`src/rtl/dimmer_pkg.sv`:
```
/*
  Constants, register map and carrier types for the eight-channel LED
  bypass dimmer control block.
  Assumes a single 20 MHz system clock and a plain register port.
*/
// Contract
// - alert output pulled low while any open, short or overheat fault is latched; code: pulled low on a new fault, released by ARA or clear write
// - alert released after address sent on alert response or fault cleared by write
// - alert response answered with this device's own address
// - enable rising edge restores power-on state, all registers at default
// - register access works while enable is low; such writes lost at enable rise
// - shutdown reads all fault status bits as one, alert released; code: overheat bit in misc status reads its latched flag
// - shutdown holds all bypass switches off, alert function disabled
// - dimming cycle equals timebase frequency divided by 2048
// - toggling timebase pin replaces internal oscillator as timebase
// - all-channel group address is 010 followed by four select bits
// - per-channel group address is 101 followed by select bits
// - four select pins form variable bits, fourth most significant, default 1111
// - open threshold has four choices, default 18V or 9V by variant
// - open fault while enabled turns that channel's bypass switch on
// - open fault suspends channel dimming until cleared over the bus
// - short detector flags one to four shorted LEDs, single by default
// - short threshold select picks 1V or reference times one to three plus 1V
// - short fault leaves programmed dimming of the channel running
// - die overheat reported in fault status with LED faults; code: overheat bit sits in the separate misc status register
// - nine command registers and two read-only fault status registers, all readable; code: ten command, three status, open/short/overheat bits write 1 to clear
// - any register accessed directly in any order
// - variants differ only in command register defaults
// - channel counters start one-eighth cycle apart from neighbours
// - LEDs on at cycle start, off when counter matches dimming value
`default_nettype none

package dimmer_pkg;

  // ****************************************************************
  // register map
  // ****************************************************************
  localparam int          ADDR_W          = 4;
  localparam int          DATA_W          = 8;
  localparam int          NUM_CH          = 8;
  localparam int          CNT_W           = 11;
  localparam logic [3:0]  OFS_ALL_CH      = 4'h0;  // all-channel on/off bits
  localparam logic [3:0]  OFS_DIM_FIRST   = 4'h1;  // channel dimming values 1..8
  localparam logic [3:0]  OFS_DIM_LAST    = 4'h8;
  localparam logic [3:0]  OFS_DET_CFG     = 4'h9;  // detector thresholds
  localparam logic [3:0]  OFS_OPEN_STAT   = 4'hA;  // write 1 to clear
  localparam logic [3:0]  OFS_SHORT_STAT  = 4'hB;  // write 1 to clear
  localparam logic [3:0]  OFS_MISC_STAT   = 4'hC;  // overheat, enable, timebase

  // ****************************************************************
  // field positions and reset values
  // ****************************************************************
  localparam int          CFG_OPEN_LSB    = 0;
  localparam int          CFG_SHORT_LSB   = 2;
  localparam int          CFG_COUNT_LSB   = 4;
  localparam int          MISC_OVH_BIT    = 0;
  localparam int          MISC_EN_BIT     = 1;
  localparam int          MISC_EXT_BIT    = 2;
  localparam logic [7:0]  ALL_CH_RST_OFF  = 8'hFF; // switches off, LEDs on
  localparam logic [7:0]  ALL_CH_RST_ON   = 8'h00; // switches on, LEDs off
  localparam logic [1:0]  OPEN_THR_4V5    = 2'h0;
  localparam logic [1:0]  OPEN_THR_9V     = 2'h1;
  localparam logic [1:0]  OPEN_THR_13V5   = 2'h2;
  localparam logic [1:0]  OPEN_THR_18V    = 2'h3;
  localparam logic [1:0]  SHORT_THR_RST   = 2'h0;  // fixed 1V
  localparam logic [1:0]  SHORT_CNT_RST   = 2'h0;  // single shorted LED
  localparam logic [7:0]  DIM_RST         = 8'h00;
  localparam logic [2:0]  GRP_ALL_PREFIX  = 3'h2;  // 010
  localparam logic [2:0]  GRP_CH_PREFIX   = 3'h5;  // 101
  localparam logic [10:0] CH_PHASE_STEP   = 11'h100; // one eighth of 2048

  // ****************************************************************
  // timing
  // ****************************************************************
  localparam int          CLK_HZ          = 20_000_000;
  localparam int          DIM_CYCLE_TICKS = 2048;
  localparam int          INT_OSC_HZ      = 1_000_000;
  localparam int          INT_DIV_CYC     = CLK_HZ / INT_OSC_HZ;
  localparam int          EXT_IDLE_NS     = 10_000;
  localparam int          EXT_IDLE_CYC    = EXT_IDLE_NS / (1_000_000_000 / CLK_HZ);

  // ****************************************************************
  // carriers
  // ****************************************************************
  typedef struct packed {
    logic [7:0] open_det;
    logic [7:0] short_det;
    logic       overheat;
  } fault_in_t;

  typedef struct packed {
    logic [1:0] open_thr;
    logic [1:0] short_thr;
    logic [1:0] short_cnt;
  } det_cfg_t;

endpackage : dimmer_pkg

`default_nettype wire

```
`src/rtl/led_dimmer_ctrl.sv`:
```
/*
  Control logic of the eight-channel LED bypass dimmer: register file,
  timebase selection, per-channel dimming counters, fault latching and
  alert handling, enable/undervoltage shutdown.
  Assumes every input is synchronous to CLK_SYS; serial bus framing and
  analog detectors sit outside and meet this block at plain ports.
*/
// Our own choices: the register addresses and the plain strobed port.
`default_nettype none

module led_dimmer_ctrl #(
  parameter bit SWITCHES_ON_VARIANT = 1'b0,
  parameter int INT_DIV             = dimmer_pkg::INT_DIV_CYC,
  parameter int EXT_IDLE            = dimmer_pkg::EXT_IDLE_CYC
) (
  input  wire logic                        CLK_SYS,
  input  wire logic                        RST_N,
  input  wire logic [dimmer_pkg::ADDR_W-1:0] REG_ADDR,
  input  wire logic [dimmer_pkg::DATA_W-1:0] REG_WDATA,
  input  wire logic                        REG_WR,
  input  wire logic                        REG_RD,
  output logic      [dimmer_pkg::DATA_W-1:0] REG_RDATA,
  input  wire logic                        ENABLE_UV_IN,
  input  wire logic                        TIMEBASE_PIN,
  input  wire logic [3:0]                  ADDR_SEL,
  input  wire dimmer_pkg::fault_in_t       FAULT_IN,
  input  wire logic                        ARA_SENT,
  output logic                             ALERT_N_O,
  output logic                             ALERT_N_OE,
  output logic [6:0]                       ALL_GRP_ADDR,
  output logic [6:0]                       CH_GRP_ADDR,
  output logic [7:0]                       SWITCH_ON,
  output dimmer_pkg::det_cfg_t             DET_CFG
);
  import dimmer_pkg::*;

  // ****************************************************************
  // elaboration checks
  // ****************************************************************
  if (INT_DIV < 2 || INT_DIV > 65535) begin : g_bad_div
    $error("INT_DIV out of range");
  end
  if (EXT_IDLE < 4 || EXT_IDLE > 65535) begin : g_bad_idle
    $error("EXT_IDLE out of range");
  end

  localparam logic [7:0]  ALL_CH_RST   = SWITCHES_ON_VARIANT ? ALL_CH_RST_ON : ALL_CH_RST_OFF;
  localparam logic [1:0]  OPEN_THR_RST = SWITCHES_ON_VARIANT ? OPEN_THR_9V : OPEN_THR_18V;
  localparam logic [15:0] DIV_LAST     = 16'(INT_DIV - 1);
  localparam logic [15:0] IDLE_LAST    = 16'(EXT_IDLE - 1);

  // ****************************************************************
  // state
  // ****************************************************************
  typedef struct packed {
    logic [7:0]            all_ch;     // 1: LED on
    logic [7:0][7:0]       dim;        // per-channel dimming values
    logic [7:0]            dim_sel;    // channel follows its dimming value
    det_cfg_t              cfg;
    logic [7:0]            open_f;
    logic [7:0]            short_f;
    logic                  ovh_f;
    logic                  alert;      // alert pending
    logic [7:0][CNT_W-1:0] cnt;
    logic [7:0]            led_on;
    logic [15:0]           div;
    logic [15:0]           idle;
    logic                  ext;        // external timebase in use
    logic                  tb_q;       // timebase pin last sample
    logic                  en_q;       // enable last sample
    logic [7:0]            rdata;
    logic                  alert_n_oe;
    logic [6:0]            all_addr;
    logic [6:0]            ch_addr;
    logic [7:0]            sw_on;
  } state_t;

  state_t st_r;
  state_t st_nxt;

  // power-on contents, also used on enable rising edge
  function automatic state_t por_state(input logic en_now, input logic tb_now);
    state_t s;
    s            = '0;
    s.all_ch     = ALL_CH_RST;
    s.cfg.open_thr  = OPEN_THR_RST;
    s.cfg.short_thr = SHORT_THR_RST;
    s.cfg.short_cnt = SHORT_CNT_RST;
    for (int i = 0; i < NUM_CH; i++) begin
      s.dim[i] = DIM_RST;
      s.cnt[i] = CNT_W'(CH_PHASE_STEP * 11'(i));
      s.led_on[i] = 1'b1;
    end
    s.en_q       = en_now;
    s.tb_q       = tb_now;
    return s;
  endfunction : por_state

  // read mux for the register port
  function automatic logic [7:0] read_reg(input state_t s, input logic [3:0] a,
                                          input logic en);
    logic [7:0] d;
    d = 8'h00;
    if (a == OFS_ALL_CH) begin
      d = s.all_ch;
    end else if (a >= OFS_DIM_FIRST && a <= OFS_DIM_LAST) begin
      d = s.dim[3'(a - OFS_DIM_FIRST)];
    end else if (a == OFS_DET_CFG) begin
      d = {2'h0, s.cfg.short_cnt, s.cfg.short_thr, s.cfg.open_thr};
    end else if (a == OFS_OPEN_STAT) begin
      d = en ? s.open_f : 8'hFF;
    end else if (a == OFS_SHORT_STAT) begin
      d = en ? s.short_f : 8'hFF;
    end else if (a == OFS_MISC_STAT) begin
      d[MISC_OVH_BIT] = s.ovh_f;
      d[MISC_EN_BIT]  = en;
      d[MISC_EXT_BIT] = s.ext;
    end
    return d;
  endfunction : read_reg

  // ****************************************************************
  // next-state logic
  // ****************************************************************
  always_comb begin
    logic       en;
    logic       tick;
    logic       tb_edge;
    logic       int_tick;
    logic [7:0] new_f;
    logic [7:0] wr_clr;
    st_nxt   = st_r;
    en       = ENABLE_UV_IN;
    tb_edge  = TIMEBASE_PIN && !st_r.tb_q;
    int_tick = (st_r.div == DIV_LAST);
    wr_clr   = 8'h00;
    tick     = 1'b0;
    new_f    = 8'h00;

    // timebase: internal divider unless the pin toggles
    st_nxt.tb_q = TIMEBASE_PIN;
    st_nxt.div  = int_tick ? 16'h0000 : st_r.div + 16'h0001;
    if (tb_edge) begin
      st_nxt.ext  = 1'b1;
      st_nxt.idle = 16'h0000;
    end else if (st_r.idle == IDLE_LAST) begin
      st_nxt.ext  = 1'b0;
    end else begin
      st_nxt.idle = st_r.idle + 16'h0001;
    end
    tick = st_r.ext ? tb_edge : int_tick;

    // dimming counters and LED phase
    for (int i = 0; i < NUM_CH; i++) begin
      if (tick) begin
        st_nxt.cnt[i] = st_r.cnt[i] + 11'h001;
        if (st_r.cnt[i] == 11'h7FF) begin
          st_nxt.led_on[i] = 1'b1;
        end else if (st_r.cnt[i] + 11'h001 == {st_r.dim[i], 3'h0}) begin
          st_nxt.led_on[i] = 1'b0;
        end
      end
    end

    // register writes, accepted in shutdown too
    if (REG_WR) begin
      if (REG_ADDR == OFS_ALL_CH) begin
        st_nxt.all_ch  = REG_WDATA;
        st_nxt.dim_sel = 8'h00;                             // last write wins
      end else if (REG_ADDR >= OFS_DIM_FIRST && REG_ADDR <= OFS_DIM_LAST) begin
        st_nxt.dim[3'(REG_ADDR - OFS_DIM_FIRST)]     = REG_WDATA;
        st_nxt.dim_sel[3'(REG_ADDR - OFS_DIM_FIRST)] = 1'b1;
      end else if (REG_ADDR == OFS_DET_CFG) begin
        st_nxt.cfg.open_thr  = REG_WDATA[CFG_OPEN_LSB +: 2];
        st_nxt.cfg.short_thr = REG_WDATA[CFG_SHORT_LSB +: 2];
        st_nxt.cfg.short_cnt = REG_WDATA[CFG_COUNT_LSB +: 2];
      end else if (REG_ADDR == OFS_OPEN_STAT) begin
        wr_clr = REG_WDATA;
        st_nxt.open_f = st_r.open_f & ~REG_WDATA;
      end else if (REG_ADDR == OFS_SHORT_STAT) begin
        wr_clr = REG_WDATA;
        st_nxt.short_f = st_r.short_f & ~REG_WDATA;
      end else if (REG_ADDR == OFS_MISC_STAT) begin
        wr_clr[MISC_OVH_BIT] = REG_WDATA[MISC_OVH_BIT];
        if (REG_WDATA[MISC_OVH_BIT]) begin
          st_nxt.ovh_f = 1'b0;
        end
      end
      if (wr_clr != 8'h00) begin
        st_nxt.alert = 1'b0;
      end
    end
    if (ARA_SENT) begin
      st_nxt.alert = 1'b0;
    end

    // fault latching while enabled; a new fault wins over a clear
    if (en) begin
      new_f = (FAULT_IN.open_det & ~st_r.open_f) | (FAULT_IN.short_det & ~st_r.short_f);
      st_nxt.open_f  = st_nxt.open_f | FAULT_IN.open_det;
      st_nxt.short_f = st_nxt.short_f | FAULT_IN.short_det;
      st_nxt.ovh_f   = st_nxt.ovh_f | FAULT_IN.overheat;
      if (new_f != 8'h00 || (FAULT_IN.overheat && !st_r.ovh_f)) begin
        st_nxt.alert = 1'b1;
      end
    end else begin
      st_nxt.alert = 1'b0;
    end

    // read data stands the cycle after the strobe only
    st_nxt.rdata = REG_RD ? read_reg(st_r, REG_ADDR, en) : 8'h00;

    // registered pin values
    st_nxt.alert_n_oe = en && st_nxt.alert;
    st_nxt.all_addr   = {GRP_ALL_PREFIX, ADDR_SEL};
    st_nxt.ch_addr    = {GRP_CH_PREFIX, ADDR_SEL};
    for (int i = 0; i < NUM_CH; i++) begin
      if (!en) begin
        st_nxt.sw_on[i] = 1'b0;
      end else if (st_nxt.open_f[i]) begin
        st_nxt.sw_on[i] = 1'b1;
      end else if (st_nxt.dim_sel[i]) begin
        st_nxt.sw_on[i] = !st_nxt.led_on[i];
      end else begin
        st_nxt.sw_on[i] = !st_nxt.all_ch[i];
      end
    end

    // enable rising edge restores power-on state
    st_nxt.en_q = en;
    if (en && !st_r.en_q) begin
      st_nxt = por_state(1'b1, TIMEBASE_PIN);
      st_nxt.all_addr = {GRP_ALL_PREFIX, ADDR_SEL};
      st_nxt.ch_addr  = {GRP_CH_PREFIX, ADDR_SEL};
      st_nxt.sw_on    = ~ALL_CH_RST;
    end
  end

  // ****************************************************************
  // state register
  // ****************************************************************
  always_ff @(posedge CLK_SYS) begin
    if (!RST_N) begin
      st_r <= por_state(1'b0, 1'b0);
    end else begin
      st_r <= st_nxt;
    end
  end

  // outputs straight from flip-flops, except ALERT_N_O tied low
  assign REG_RDATA    = st_r.rdata;
  assign ALERT_N_O    = 1'b0;         // open drain, only ever pulls low
  assign ALERT_N_OE   = st_r.alert_n_oe;
  assign ALL_GRP_ADDR = st_r.all_addr;
  assign CH_GRP_ADDR  = st_r.ch_addr;
  assign SWITCH_ON    = st_r.sw_on;
  assign DET_CFG      = st_r.cfg;

endmodule : led_dimmer_ctrl

`default_nettype wire

```
`config.mk`:
```
export PLATFORM = sky130hd
export DESIGN_NAME = led_dimmer_ctrl
export DESIGN_NICKNAME = d
export VERILOG_FILES = /design/src/rtl/dimmer_pkg.sv /design/src/rtl/led_dimmer_ctrl.sv
export SDC_FILE = /design/constraint.sdc
export NUM_CORES = 1
export LEC_CHECK = 0
export BUFFER_PORTS_ARGS = -buffer_cell sky130_fd_sc_hd__buf_4
export CAP_MARGIN = 20
export CORE_UTILIZATION = 57
export CTS_BUF_LIST = sky130_fd_sc_hd__clkbuf_2
export CTS_CLUSTER_SIZE = 14
export DETAILED_ROUTE_END_ITERATION = 10
export HOLD_SLACK_MARGIN = 0.02
export PLACE_DENSITY = 0.83
export SYNTH_ARGS = -nofsm -noshare
export SYNTH_HDL_FRONTEND = slang
export SYNTH_SLANG_ARGS = --single-unit
```
`constraint.sdc`:
```
create_clock -name CLK_SYS -period 1.98 [get_ports CLK_SYS]
set_input_delay 0 -clock CLK_SYS [delete_from_list [all_inputs] [get_ports CLK_SYS]]
set_output_delay 0 -clock CLK_SYS [all_outputs]
set_load 0.01 [all_outputs]
```
==> summary.md, run 1 <==
| Metric | Value |
|---|---|
| Status | `aborted with a tool error` |
| Stop stage | `global routing` |
| Tool error | `[ERROR GRT-0232] Routing congestion too high. Check the congestion heatmap in the GUI.` |
| Total GRT Usage | `between 70 and 80%` |
| DP Worst Slack | `-0.439 ns` |
| Die Wd | `156 µm` |
| Synth Area per Inst | `8.45 µm²` |
| Max Root-Sink Buffers | `3` |
| Ys async rst share | `0%` |
| # rows | `56` |
| Largest net degree at the start of global routing | `44` |
| Initial Util | `slightly below 60%` |
| Post-synthesis sequential area ratio | `a little under two fifths` |
| Number of synthesized flops with an enable pin | `0` |
| Dominant cell type by area after synthesis | `dfxtp_1` |
| Post-synth cell types | `slightly above 90` |
| Htree depth | `3` |
| Top_reg_cell synth | `dfxtp_1` |
| Root buffer cell | `clkbuf_2` |
| DP HPWL | `between 20000 and 30000 µm` |
| CTS buffer count | `slightly below 70` |
| Yosys warns | `0` |
| Port bufs | `73` |
| Post-synthesis cell area | `roughly 14000 µm²` |
| Synth Register Bits | `about 260` |
| # IOs | `78` |
| Antenna violations before repair | `19` |
| Top cells by area, synth | `dfxtp_1, mux2i_1, xnor2_1` |
| GRT worst endpoint | `st_r[126]$_SDFFE_PP0P_/D` |
| Top-area cell type share of the netlist area | `a little under two fifths` |
| Die height | `around 160 µm` |
| Routability cong. | `0.971` |
| Cells after Synth | `around 1600` |
| Remaining Overflow, GRT | `70` |
| Worst EP Category | `register input` |
| CTS Sinks | `~260` |
## metrics by stage
step,instances,hold WS (ns),instance area [µm²]
3_5_place_dp,2082,0.212,15600
3_3_place_gp,2082,0.212,15600
4_1_cts,2327,0.0221,18200
2_1_floorplan,1613,0.0277,13700
## logic make-up after synthesis
logic type | share of synthesized area, %
muxes | 7.84
AOI/OAI and AO/OA | 11.7
other | 0.0276
DFF | 37.7
adders and majority gates | 1.65
buffers and inverters | 6.05
xor gates and xnor gates | 11.6
and+or+nand+nor | 23.5
## Yosys cell counts, types with 4 or more instances
cell       instances
and2_1            11
nor4b_1            4
o2111ai_1          6
nor4_1            14
a221oi_1           9
buf_1              4
nand2_1          170
a211oi_1          10
or2_2              7
o21ai_0           42
xnor2_1           92
and3_1            24
o211ai_1           4
nor3_1            26
a22oi_1           19
or3_1             25
nand3b_1           7
mux2_2             8
buf_4             39
nand3_1           53
nor2_1           213
mux4_2             6
nor2b_1           10
and4_1             9
nand2b_1           8
inv_1             34
clkbuf_1          63
ha_1              17
a31oi_1           18
buf_2             24
o221ai_1           6
nor3b_1           12
a311oi_1           7
nand4_1           30
mux2i_1           84
xor2_1            85
dfxtp_1          256
a21oi_1           63
o22ai_1            7
## layer usage
metal,global-route usage [%],overflow
met5,50.5,0
met4,71.3,28
met3,70.5,3
met2,89.5,38
met1,76.3,1
## repair_timing
item / in CTS
gates cloned: 5
hold buffers: 94
setup buffers: 31
hold endpoints to repair: 236
gates resized for setup: 131
pin swaps: 74
endpoints found under the setup margin: 77
==> run 2, diff against run 1 <==
--- a/config.mk
+++ b/config.mk
@@ -7,12 +7,9 @@
 export LEC_CHECK = 0
 export BUFFER_PORTS_ARGS = -buffer_cell sky130_fd_sc_hd__buf_4
 export CAP_MARGIN = 20
-export CORE_UTILIZATION = 57
-export CTS_BUF_LIST = sky130_fd_sc_hd__clkbuf_2
-export CTS_CLUSTER_SIZE = 14
+export CORE_UTILIZATION = 40
 export DETAILED_ROUTE_END_ITERATION = 10
-export HOLD_SLACK_MARGIN = 0.02
-export PLACE_DENSITY = 0.83
+export PLACE_DENSITY_LB_ADDON = 0.15
 export SYNTH_ARGS = -nofsm -noshare
 export SYNTH_HDL_FRONTEND = slang
 export SYNTH_SLANG_ARGS = --single-unit
==> constraint.sdc (replaced) <==
create_clock -name CLK_SYS -period 2.57 [get_ports CLK_SYS]
set_input_delay 0 -clock CLK_SYS [delete_from_list [all_inputs] [get_ports CLK_SYS]]
set_output_delay 0 -clock CLK_SYS [all_outputs]
set_load 0.01 [all_outputs]
==> run 2 against run 1 <==
- the flow now finishes without violations
- synthesized cell count unchanged
- synthesized area unchanged
==> summary.md, run 2 <==
| Metric | Value |
|---|---|
| Fin. max-slew vios | `0` |
| Final setup violation count | `0` |
| # rows | `67` |
| Post-synthesis cell area | `roughly 14000 µm²` |
| Share of cells above drive strength 1 | `between 10% and 20%` |
| Total GRT Usage | `22.0%` |
| Final min period | `2.43 ns` |
| Dominant cell type by area after synthesis | `dfxtp_1` |
| Antenna Cells | `0` |
| Cells after Synth | `roughly 1600` |
| Fin nets | `1747` |
| # fillers | `around 3300` |
| # IOs | `78` |
| Antenna violations before repair | `0` |
| Initial Util | `about two fifths` |
| Most common library cells after synthesis | `dfxtp_1, nor2_1, nand2_1` |
| Skew-Pair Late Insertion Delay | `0.57 ns` |
| Top-area cell type share of the netlist area | `between 30% and 40%` |
| Final WL | `~38000 µm` |
| Commonest non-fill, non-tap cell in the layout | `dfxtp_1` |
| Avg WL per Cell | `about 18 µm` |
| Status | `finished, final reports clean` |
| Ys async rst share | `0%` |
| Commonest cells after routing, fill and taps aside | `dfxtp_1, nor2_1, nand2_1` |
| Max Cap Violations | `0` |
| Hold depth | `4` |
| Largest net degree at the start of global routing | `~110` |
| Drt drc | `0` |
| DP HPWL | `about 27000 µm` |
| Synth Register Bits | `about 260` |
| Layout Area Growth over Synthesis | `19.0%` |
| PwrDens | `between 500 and 600 nW/µm²` |
| Die height | `186 µm` |
| Most common cell in the netlist | `dfxtp_1` |
| Initial DRC count | `approximately 850` |
| Worst Tran Pin Value | `about 0.65 ns` |
| Worst VDD drop | `just over 0.4 mV` |
| Number of synthesized flops with an enable pin | `0` |
| Path category of the worst min-delay check | `input port to flip-flop` |
| CP Capture Type | `flip-flop` |
| Worst-path fanout max | `5` |
| Remaining Overflow, GRT | `0` |
| CTS Sinks | `256` |
| CP startpoint kind | `flip-flop` |
| Routability cong. | `around 0.9` |
| Setup Skew | `0.0162 ns` |
| Setup TNS | `0 ns` |
| Routed wl met2 | `between 15000 and 20000 µm` |
| Leakage power | `5.96 nW` |
| Die Area | `34700 µm²` |
| Core Area | `33500 µm²` |
| Via count | `11600` |
| Vias per inst | `approximately 5.4` |
| Reg2Reg Depth | `8` |
| Post-synthesis sequential area ratio | `around 38%` |
| CTS buffer count | `31` |
| Htree depth | `1` |
| Setup Crit Path Kind | `flip-flop to flip-flop` |
| Yosys warns | `0` |
| First drt pass iteration count | `6` |
| Top_reg_cell synth | `dfxtp_1` |
| Fin crit share | `~94%` |
| CTS clk-pin slew, worst paths | `around 0.06 ns` |
| CP arrival | `2.89 ns` |
| Synth Area per Inst | `between 8 and 9 µm²` |
| Post-synth cell types | `just over 90` |
| Routed Antenna Nets | `0` |
| Max Fclk | `412 MHz` |
| Vias in the first global route | `around 11000` |
| Detail Route met3 WL | `1930 µm` |
| Worst slew margin | `56.4%` |
| TritonCTS clock tree | `done` |
| Die Wd | `approximately 190 µm` |
| Final hold vios | `0` |
| Max Root-Sink Buffers | `3` |
| RSZ-0062 raised after global routing | `no` |
| DR top layer | `met4` |
| Hold_ws | `about 0.050 ns` |
| Metal-1 WL | `between 15000 and 20000 µm` |
| Port bufs | `73` |
| Root buffer cell | `clkbuf_16` |
| Global-route wire length before repair | `approximately 62000 µm` |
| Top cells by area, synth | `dfxtp_1, mux2i_1, xnor2_1` |
| Worst path required time | `~3.0 ns` |
==> run 2: cell type report <==
class | count | area [µm²] | area share, %
clock buffer | 46 | 902 | 5.57
clock inverter | 12 | 193 | 1.19
inverter | 35 | 131 | 0.812
multi-input combinational | 1189 | 7740 | 47.8
sequential | 256 | 5130 | 31.7
tap | 448 | 561 | 3.46
timing repair buffer | 177 | 1530 | 9.47
==> run 2: path summary, 6_finish.rpt <==
| kind | start | to | slack (ns) |
|---|---|---|---|
| max reg2reg | st_r[140]$_SDFFE_PP0P_ | SWITCH_ON[6]$_SDFF_PP0_ | 0.14 |
| max | st_r[140]$_SDFFE_PP0P_ | SWITCH_ON[6]$_SDFF_PP0_ | 0.14 |
| min reg2reg | st_r[70]$_SDFF_PP1_ | st_r[70]$_SDFF_PP1_ | 0.45 |
| min | REG_WR | st_r[189]$_SDFF_PP0_ | 0.05 |
==> run 2: metal layers <==
metal | vias to the layer above | track usage [%]
met5 | - | 0
met1 | 5519 | 30.8
met3 | 60 | 3.37
met2 | 294 | 34.7
li1 | 5742 | -
met4 | 0 | 6.90
==> run 2: cell families after synthesis <==
family	count (synthesis)	share of synthesized area [%]
adders and majority gates	18	1.65
xor gates and xnor gates	178	11.6
DFF	256	37.7
and+or+nand+nor	653	23.5
AOI/OAI and AO/OA	238	11.7
buffers and inverters	168	6.05
other	1	0.0276
muxes	98	7.84
==> run 2: metrics by stage <==
stage          power (mW)  worst slack [ns]  utilization, %  instance area [µm²]  instances
6_report             9.44             0.144            48.3                16200       2163
5_1_grt              9.78           0.00260            48.3                16200       2163
4_1_cts              9.54            0.0657            48.1                16100       2161
3_5_place_dp         4.79            0.0120            43.1                14400       2047
3_3_place_gp         4.79            0.0411            43.1                14400       2047
2_1_floorplan        4.54             0.401               -                13600       1613
==> run 2: repair_timing <==
| item | CTS | global route |
|---|---|---|
| pin swaps | 1 | 5 |
| hold buffers | 55 | 0 |
| setup endpoints to repair | 1 | 17 |
| setup buffers | 1 | 2 |
| endpoints found under the hold margin | 118 | 0 |
| resized for setup | 0 | 11 |
==> run 2: critical path, cell delays in order (launching register included) <==
cell and delay (ns):
dfxtp_1 0.39, ha_1 0.28, nand4_1 0.19, or3_1 0.40, xnor2_1 0.17, o311ai_0 0.14
o31a_1 0.26, or3_1 0.35, a31oi_1 0.16
==> run 2: power by group <==
group,total (mW),leakage (nW),internal [mW],switching (mW)
clock network,4.65,0.541,2.92,1.73
registers,4.06,2.07,4.01,0.0440
logic,0.737,3.35,0.307,0.430
total,9.44,5.96,7.24,2.21
(Power assumes the default switching activity.)
==> run 3, diff against run 2 <==
--- a/config.mk
+++ b/config.mk
@@ -5,6 +5,7 @@
 export SDC_FILE = /design/constraint.sdc
 export NUM_CORES = 1
 export LEC_CHECK = 0
+export ABC_AREA = 1
 export BUFFER_PORTS_ARGS = -buffer_cell sky130_fd_sc_hd__buf_4
 export CAP_MARGIN = 20
 export CORE_UTILIZATION = 40
==> run 3 against run 2 <==
- clock skew rose by 0.0014 ns
- flip-flop and latch count did not move
- critical path type is now input port to flip-flop
- power is 4.6% lower
- register-to-register slack improved by 0.13 ns
- wire length is 8.7% higher
- non-clock buffer count decreased by 23
- sequential share of layout area is 0.066 points higher
- the run now ends with negative hold slack left
==> summary.md, run 3 <==
| Metric | Value |
|---|---|
| Max Cap Violations | `0` |
| Via count | `roughly 13000` |
| Routability cong. | `0.936` |
| Antenna Cells | `0` |
| Top_reg_cell synth | `dfxtp_1` |
| CP arrival | `~3.0 ns` |
| Max Root-Sink Buffers | `3` |
| Worst path required time | `about 3.1 ns` |
| Post-synth cell types | `60` |
| Most common library cells after synthesis | `nand2_1, dfxtp_1, inv_1` |
| Skew-Pair Late Insertion Delay | `0.56 ns` |
| Worst-path fanout max | `12` |
| Worst VDD drop | `slightly above 0.5 mV` |
| Final min period | `around 2.4 ns` |
| Dominant cell type by area after synthesis | `dfxtp_1` |
| Top-area cell type share of the netlist area | `36.8%` |
| Die Wd | `189 µm` |
| RSZ-0062 raised after global routing | `no` |
| Max Fclk | `between 400 and 500 MHz` |
| CTS clk-pin slew, worst paths | `approximately 0.06 ns` |
| CTS buffer count | `29` |
| CP Capture Type | `flip-flop` |
| Fin crit share | `a little over nine tenths` |
| Final setup violation count | `0` |
| Leakage power | `approximately 6.5 nW` |
| Share of cells above drive strength 1 | `about an eighth` |
| Total GRT Usage | `between 20% and 30%` |
| PwrDens | `~560 nW/µm²` |
| Vias per inst | `~5.2` |
| Hold_ws | `-0.0164 ns` |
| Setup ws final | `around 0.12 ns` |
| Root buffer cell | `clkbuf_16` |
| Antenna violations before repair | `0` |
| DP HPWL | `30100 µm` |
| Post-synthesis cell area | `13900 µm²` |
| # rows | `67` |
| Top cells by area, synth | `dfxtp_1, nand2_1, a21oi_1` |
| TritonCTS clock tree | `done` |
| Die height | `189 µm` |
| Commonest cells after routing, fill and taps aside | `nand2_1, dfxtp_1, inv_1` |
| Initial DRC count | `about 1000` |
| Ys async rst share | `0%` |
| Setup Crit Path Kind | `input port to flip-flop` |
| Commonest non-fill, non-tap cell in the layout | `nand2_1` |
| Inst Count DP | `between 2000 and 2500` |
| Final hold vios | `1` |
| Vias in the first global route | `approximately 12000` |
| # fillers | `~3500` |
| Layout Cells excl Fill | `2551` |
| Fin nets | `2139` |
| Most common cell in the netlist | `nand2_1` |
| Cells after Synth | `about 2000` |
| Post-synthesis sequential area ratio | `between 30% and 40%` |
| Yosys warns | `0` |
| Core Area | `33900 µm²` |
| Global-route wire length before repair | `approximately 66000 µm` |
| Failing checks | `negative hold slack` |
| CTS Sinks | `between 200 and 300` |
| Layout Area Growth over Synthesis | `16.0%` |
| Largest net degree at the start of global routing | `95` |
| Htree depth | `1` |
| CP startpoint kind | `input port` |
| Worst slew margin | `approximately two fifths` |
| Routed Antenna Nets | `0` |
| Initial Util | `approximately two fifths` |
| Total chip power | `9.01 mW` |
| Setup Skew | `about 0.018 ns` |
| Port bufs | `73` |
| Area of the multi-input gates | `7260 µm²` |
| Status | `finished, violations left` |
| Final WL | `41600 µm` |
| Remaining Overflow, GRT | `0` |
| First drt pass iteration count | `5` |
| Setup TNS | `0 ns` |
| Avg WL per Cell | `16.3 µm` |
| DP Worst Slack | `-0.0579 ns` |
| Drt drc | `0` |
| Worst Tran Pin Value | `0.900 ns` |
| Number of synthesized flops with an enable pin | `0` |
| Sequential Area | `about 5100 µm²` |
| Synth Area per Inst | `about 7 µm²` |
| # IOs | `78` |
| Path category of the worst min-delay check | `input port to flip-flop` |
| Fin. max-slew vios | `0` |
| Synth Register Bits | `256` |
| Die Area | `around 36000 µm²` |
## run 3: changes by cell type after synthesis, sizes merged, moves of 17 or more
| cell | delta |
|---|---|
| inv | +203 |
| a22oi | -17 |
| a21oi | +143 |
| mux2i | -82 |
| and3 | -24 |
| nand2 | +266 |
| o21ai | +148 |
| buf | +17 |
| nor2 | -36 |
| xor2 | -68 |
| clkbuf | -36 |
| or3 | -25 |
| xnor2 | -83 |
| nand3 | +88 |
## run 3: worst max-delay path: stages
cell	delay, ns
dlygate4sd3_1	0.54
buf_4	0.21
nor4_1	0.52
a31oi_1	0.14
nand2_1	0.13
nand4_1	0.09
dlygate4sd3_1	0.57
a21oi_1	0.15
dlygate4sd3_1	0.58
## run 3: cell families after synthesis
family,count (synthesis),synth area share [%]
AOI/OAI and AO/OA,490,19.1
xor gates and xnor gates,35,3.10
adders and majority gates,17,1.53
buffers and inverters,356,11.3
DFF,256,36.8
muxes,2,0.144
other,1,0.0269
and+or+nand+nor,851,28.0
## run 3: through the flow
step	utilization, %	cell area, µm²
after floorplan	-	13900
after global placement	43.1	14600
after detailed placement	43.1	14600
after CTS	47.5	16100
after global routing	47.7	16200
final	47.7	16200
## run 3: worst paths after layout
path | startpoint | end | slack [ns] | cells past startpoint
setup / recovery | REG_WDATA[2] | st_r[162]$_SDFF_PP0_ | 0.12 | 9
hold reg to reg | st_r[67]$_SDFF_PP1_ | st_r[67]$_SDFF_PP1_ | 0.45 | 2
setup reg to reg | st_r[50]$_SDFF_PP0_ | SWITCH_ON[4]$_SDFF_PP0_ | 0.27 | 12
hold / removal | REG_ADDR[0] | REG_RDATA[6]$_SDFF_PP0_ | -0.02 | 5
## run 3: power by group
group | internal, mW | leakage, nW | switching [mW]
logic | 0.284 | 4.02 | 0.480
clock network | 2.43 | 0.457 | 1.71
registers | 4.04 | 2.07 | 0.0695
## run 3: cell type report
class | instances | share of cell area, %
Clock inverter | 7 | 0.442
Multi-Input combinational cell | 1399 | 44.9
Sequential cell | 256 | 31.7
Inverter | 242 | 5.67
Tap cell | 448 | 3.47
Timing Repair Buffer | 154 | 8.33
Clock buffer | 45 | 5.42
## run 3: routing by layer
layer	global-route usage, %	wire length, µm	vias up
met5	0	0	-
met4	9.34	1690	0
met3	3.54	2400	97
met2	37.2	18400	385
met1	31.3	19100	6117
li1	-	-	6783
## run 3: timing repair
item	CTS	global route
endpoints found under the setup margin	0	4
resized for setup	0	4
hold buffers	54	2
endpoints found under the hold margin	93	1
setup buffers	0	2
==> run 4, diff against run 3 <==
==> constraint.sdc (replaced) <==
create_clock -name CLK_SYS -period 2.57 [get_ports CLK_SYS]
set_input_delay 0.514 -clock CLK_SYS [delete_from_list [all_inputs] [get_ports CLK_SYS]]
set_output_delay 0.514 -clock CLK_SYS [all_outputs]
set_load 0.01 [all_outputs]
==> run 4 against run 3 <==
- the run now ends clean
- clock power rose by 7.5%
- fmax grew 3.3%
- setup slack improved by 0.079 ns
- global-route usage fell by 0.42 points
- combinational power decreased by 4.7%
- utilization decreased by 0.84 points
- final area fell by 1.8%
- die area unchanged
- register-to-register slack worse by 0.07 ns
- wire length is 2.4% lower
- non-clock buffer count is 33 lower
- highest routed layer unchanged
==> summary.md, run 4 (synthesized netlist as in run 3, its figures left out) <==
| Metric | Value |
|---|---|
| Status | `finished, final reports clean` |
| RSZ-0062 raised after global routing | `no` |
| Setup Crit Path Kind | `flip-flop to flip-flop` |
| Worst-path cell chain | `ha_1 > nand3_1 > nor2_2 > nand3_2 > nand2_4 > buf_12 > nand3_1 > nor2_1 > nand2_1 > nand2_1 > nand3_1 > a21oi_1` |
| Fin nets | `between 2000 and 2500` |
| Worst slew margin | `around three fifths` |
| Htree depth | `1` |
| Max Fclk | `423 MHz` |
| Max Root-Sink Buffers | `3` |
| Commonest cells after routing, fill and taps aside | `nand2_1, dfxtp_1, inv_1` |
| Critical Path Max Stage Delay | `between 0.3 and 0.4 ns` |
| Core Area | `roughly 34000 µm²` |
| CP arrival | `around 2.8 ns` |
| CTS clk-pin slew, worst paths | `~0.06 ns` |
| Crit path from | `st_r[50]$_SDFF_PP0_` |
| # IOs | `78` |
| CP Capture Point | `SWITCH_ON[7]$_SDFF_PP0_` |
| Resized Gates After CTS | `0` |
| Worst VDD drop | `approximately 0.66 mV` |
| Skew-Pair Late Insertion Delay | `roughly 0.57 ns` |
| CTS buffer count | `30` |
| Share of cells above drive strength 1 | `approximately an eighth` |
| NetSw | `between 2 and 2.5 mW` |
| Die Area | `~36000 µm²` |
| Crit Reg-Reg Startpoint | `st_r[50]$_SDFF_PP0_` |
| CP Capture Type | `flip-flop` |
| Most used cell along the critical path | `nand3_1` |
| CP max-delay cell | `dfxtp_1` |
| Initial Util | `between 40% and 50%` |
| Setup Skew | `0.0182 ns` |
| Total chip power | `9.28 mW` |
| Total GRT Usage | `approximately 23%` |
| Setup Buffers After CTS | `0` |
| CTS Sinks | `~260` |
| Antenna Cells | `0` |
| Die Wd | `around 190 µm` |
| Fin. max-slew vios | `0` |
| Commonest non-fill, non-tap cell in the layout | `nand2_1` |
| Initial DRC count | `about 1000` |
| Power share of the clock group | `48.0%` |
| # hold bufs at CTS | `0` |
| Vias in the first global route | `12100` |
| TritonCTS clock tree | `done` |
| Final setup violation count | `0` |
| Die height | `approximately 190 µm` |
| Path category of the worst min-delay check | `input port to flip-flop` |
| Remaining Overflow, GRT | `0` |
| Routed Antenna Nets | `0` |
| Drt drc | `0` |
| Root buffer cell | `clkbuf_16` |
| DP Worst Slack | `-0.0522 ns` |
| Fin crit share | `92.1%` |
| Sequential Area | `roughly 5100 µm²` |
| Gate power share | `7.8%` |
| Worst Tran Pin Value | `between 0.5 and 0.6 ns` |
| CP startpoint kind | `flip-flop` |
| Worst R2R End | `SWITCH_ON[7]$_SDFF_PP0_` |
| Flop-to-flop setup slack | `0.20 ns` |
| Worst path required time | `about 3.1 ns` |
| Max Cap Violations | `0` |
| First drt pass iteration count | `5` |
| Area of the multi-input gates | `between 7000 and 8000 µm²` |
| # fillers | `3469` |
| Via count | `about 13000` |
| Avg WL per Cell | `between 15 and 20 µm` |
| Final WL | `between 40000 and 50000 µm` |
| Final min period | `about 2.4 ns` |
| Switching share of power | `around a quarter` |
| Seq pwr share | `44.2%` |
| Layout Area Growth over Synthesis | `14.0%` |
| Port bufs | `73` |
| PwrDens | `around 600 nW/µm²` |
| Internal power | `between 7 and 8 mW` |
| Leakage power | `6.49 nW` |
| Reg2Reg Depth | `12` |
| Final hold vios | `0` |
| Antenna violations before repair | `0` |
| Setup ws final | `between 0.2 and 0.25 ns` |
| Routability cong. | `between 0.9 and 1` |
| Global-route wire length before repair | `between 60000 and 70000 µm` |
| Largest net degree at the start of global routing | `69` |
| DP HPWL | `30100 µm` |
| Worst-path fanout max | `30` |
| # rows | `67` |
| Hold_ws | `between 0.1 and 0.15 ns` |
| Vias per inst | `~5.3` |
==> run 4: changes by cell type in the layout (fill, tap and decap cells not counted), sizes merged <==
cell	change
clkinvlp	-2
clkinv	+2
buf	+23
dlygate4sd3	-56
bufinv	+2
==> run 4: worst min path at each step <==
stage                     slack [ns]  cells after the start                    endpoint                start
after floorplan                 0.42                      2         st_r[66]$_SDFF_PP1_  st_r[66]$_SDFF_PP1_
after global placement          0.44                      2         st_r[73]$_SDFF_PP1_  st_r[73]$_SDFF_PP1_
after detailed placement        0.44                      2         st_r[70]$_SDFF_PP1_  st_r[70]$_SDFF_PP1_
after CTS                       0.11                      3  ALL_GRP_ADDR[2]$_SDFF_PN0_          ADDR_SEL[2]
after global routing            0.12                      3  ALL_GRP_ADDR[0]$_SDFF_PN0_          ADDR_SEL[0]
final                           0.13                      3  ALL_GRP_ADDR[2]$_SDFF_PN0_          ADDR_SEL[2]
==> run 4: worst max-delay path, delay by kind of cell, from the launching register on <==
family                   cells  cell delay, ns
AND/OR/NAND/NOR              9            1.27
AO/OA/AOI/OAI                1            0.17
adder cells (fa/ha/maj)      1            0.24
flip-flops                   1            0.37
buffers and inverters        1            0.22
==> run 4: cell type report <==
type / count / share of cell area (%)
Timing Repair Buffer: 121 / 6.12
Inverter: 242 / 5.77
Multi-Input combinational cell: 1399 / 45.7
Clock inverter: 9 / 0.773
Clock buffer: 45 / 5.79
Sequential cell: 256 / 32.3
Tap cell: 448 / 3.53
==> run 4: power groups by stage <==
| stage | clock (mW) | combinational (mW) | sequential, mW |
|---|---|---|---|
| floorplan | 0 | 0.463 | 4.16 |
| global placement | 0 | 0.713 | 4.19 |
| detailed placement | 0 | 0.720 | 4.19 |
| CTS | 4.55 | 0.723 | 4.10 |
| global route | 4.72 | 0.800 | 4.11 |
| finish | 4.45 | 0.728 | 4.10 |
==> run 4: metal layers <==
metal | track usage [%] | vias to the layer above | routed length [µm]
li1 | - | 6713 | -
met1 | 31.6 | 6066 | 18900
met2 | 36.4 | 392 | 18000
met3 | 3.15 | 77 | 2530
met4 | 7.35 | 0 | 1200
met5 | 0 | - | 0
==> run 4: stage by stage <==
stage,cell area (µm²),setup TNS [ns],instances,util [%]
after global routing,15900,0,2520,46.8
after detailed placement,14800,-0.0667,2466,43.8
after global placement,14800,-0.118,2466,43.8
after floorplan,13900,0,2011,-
final,15900,0,2520,46.8
after CTS,15900,0,2520,46.8
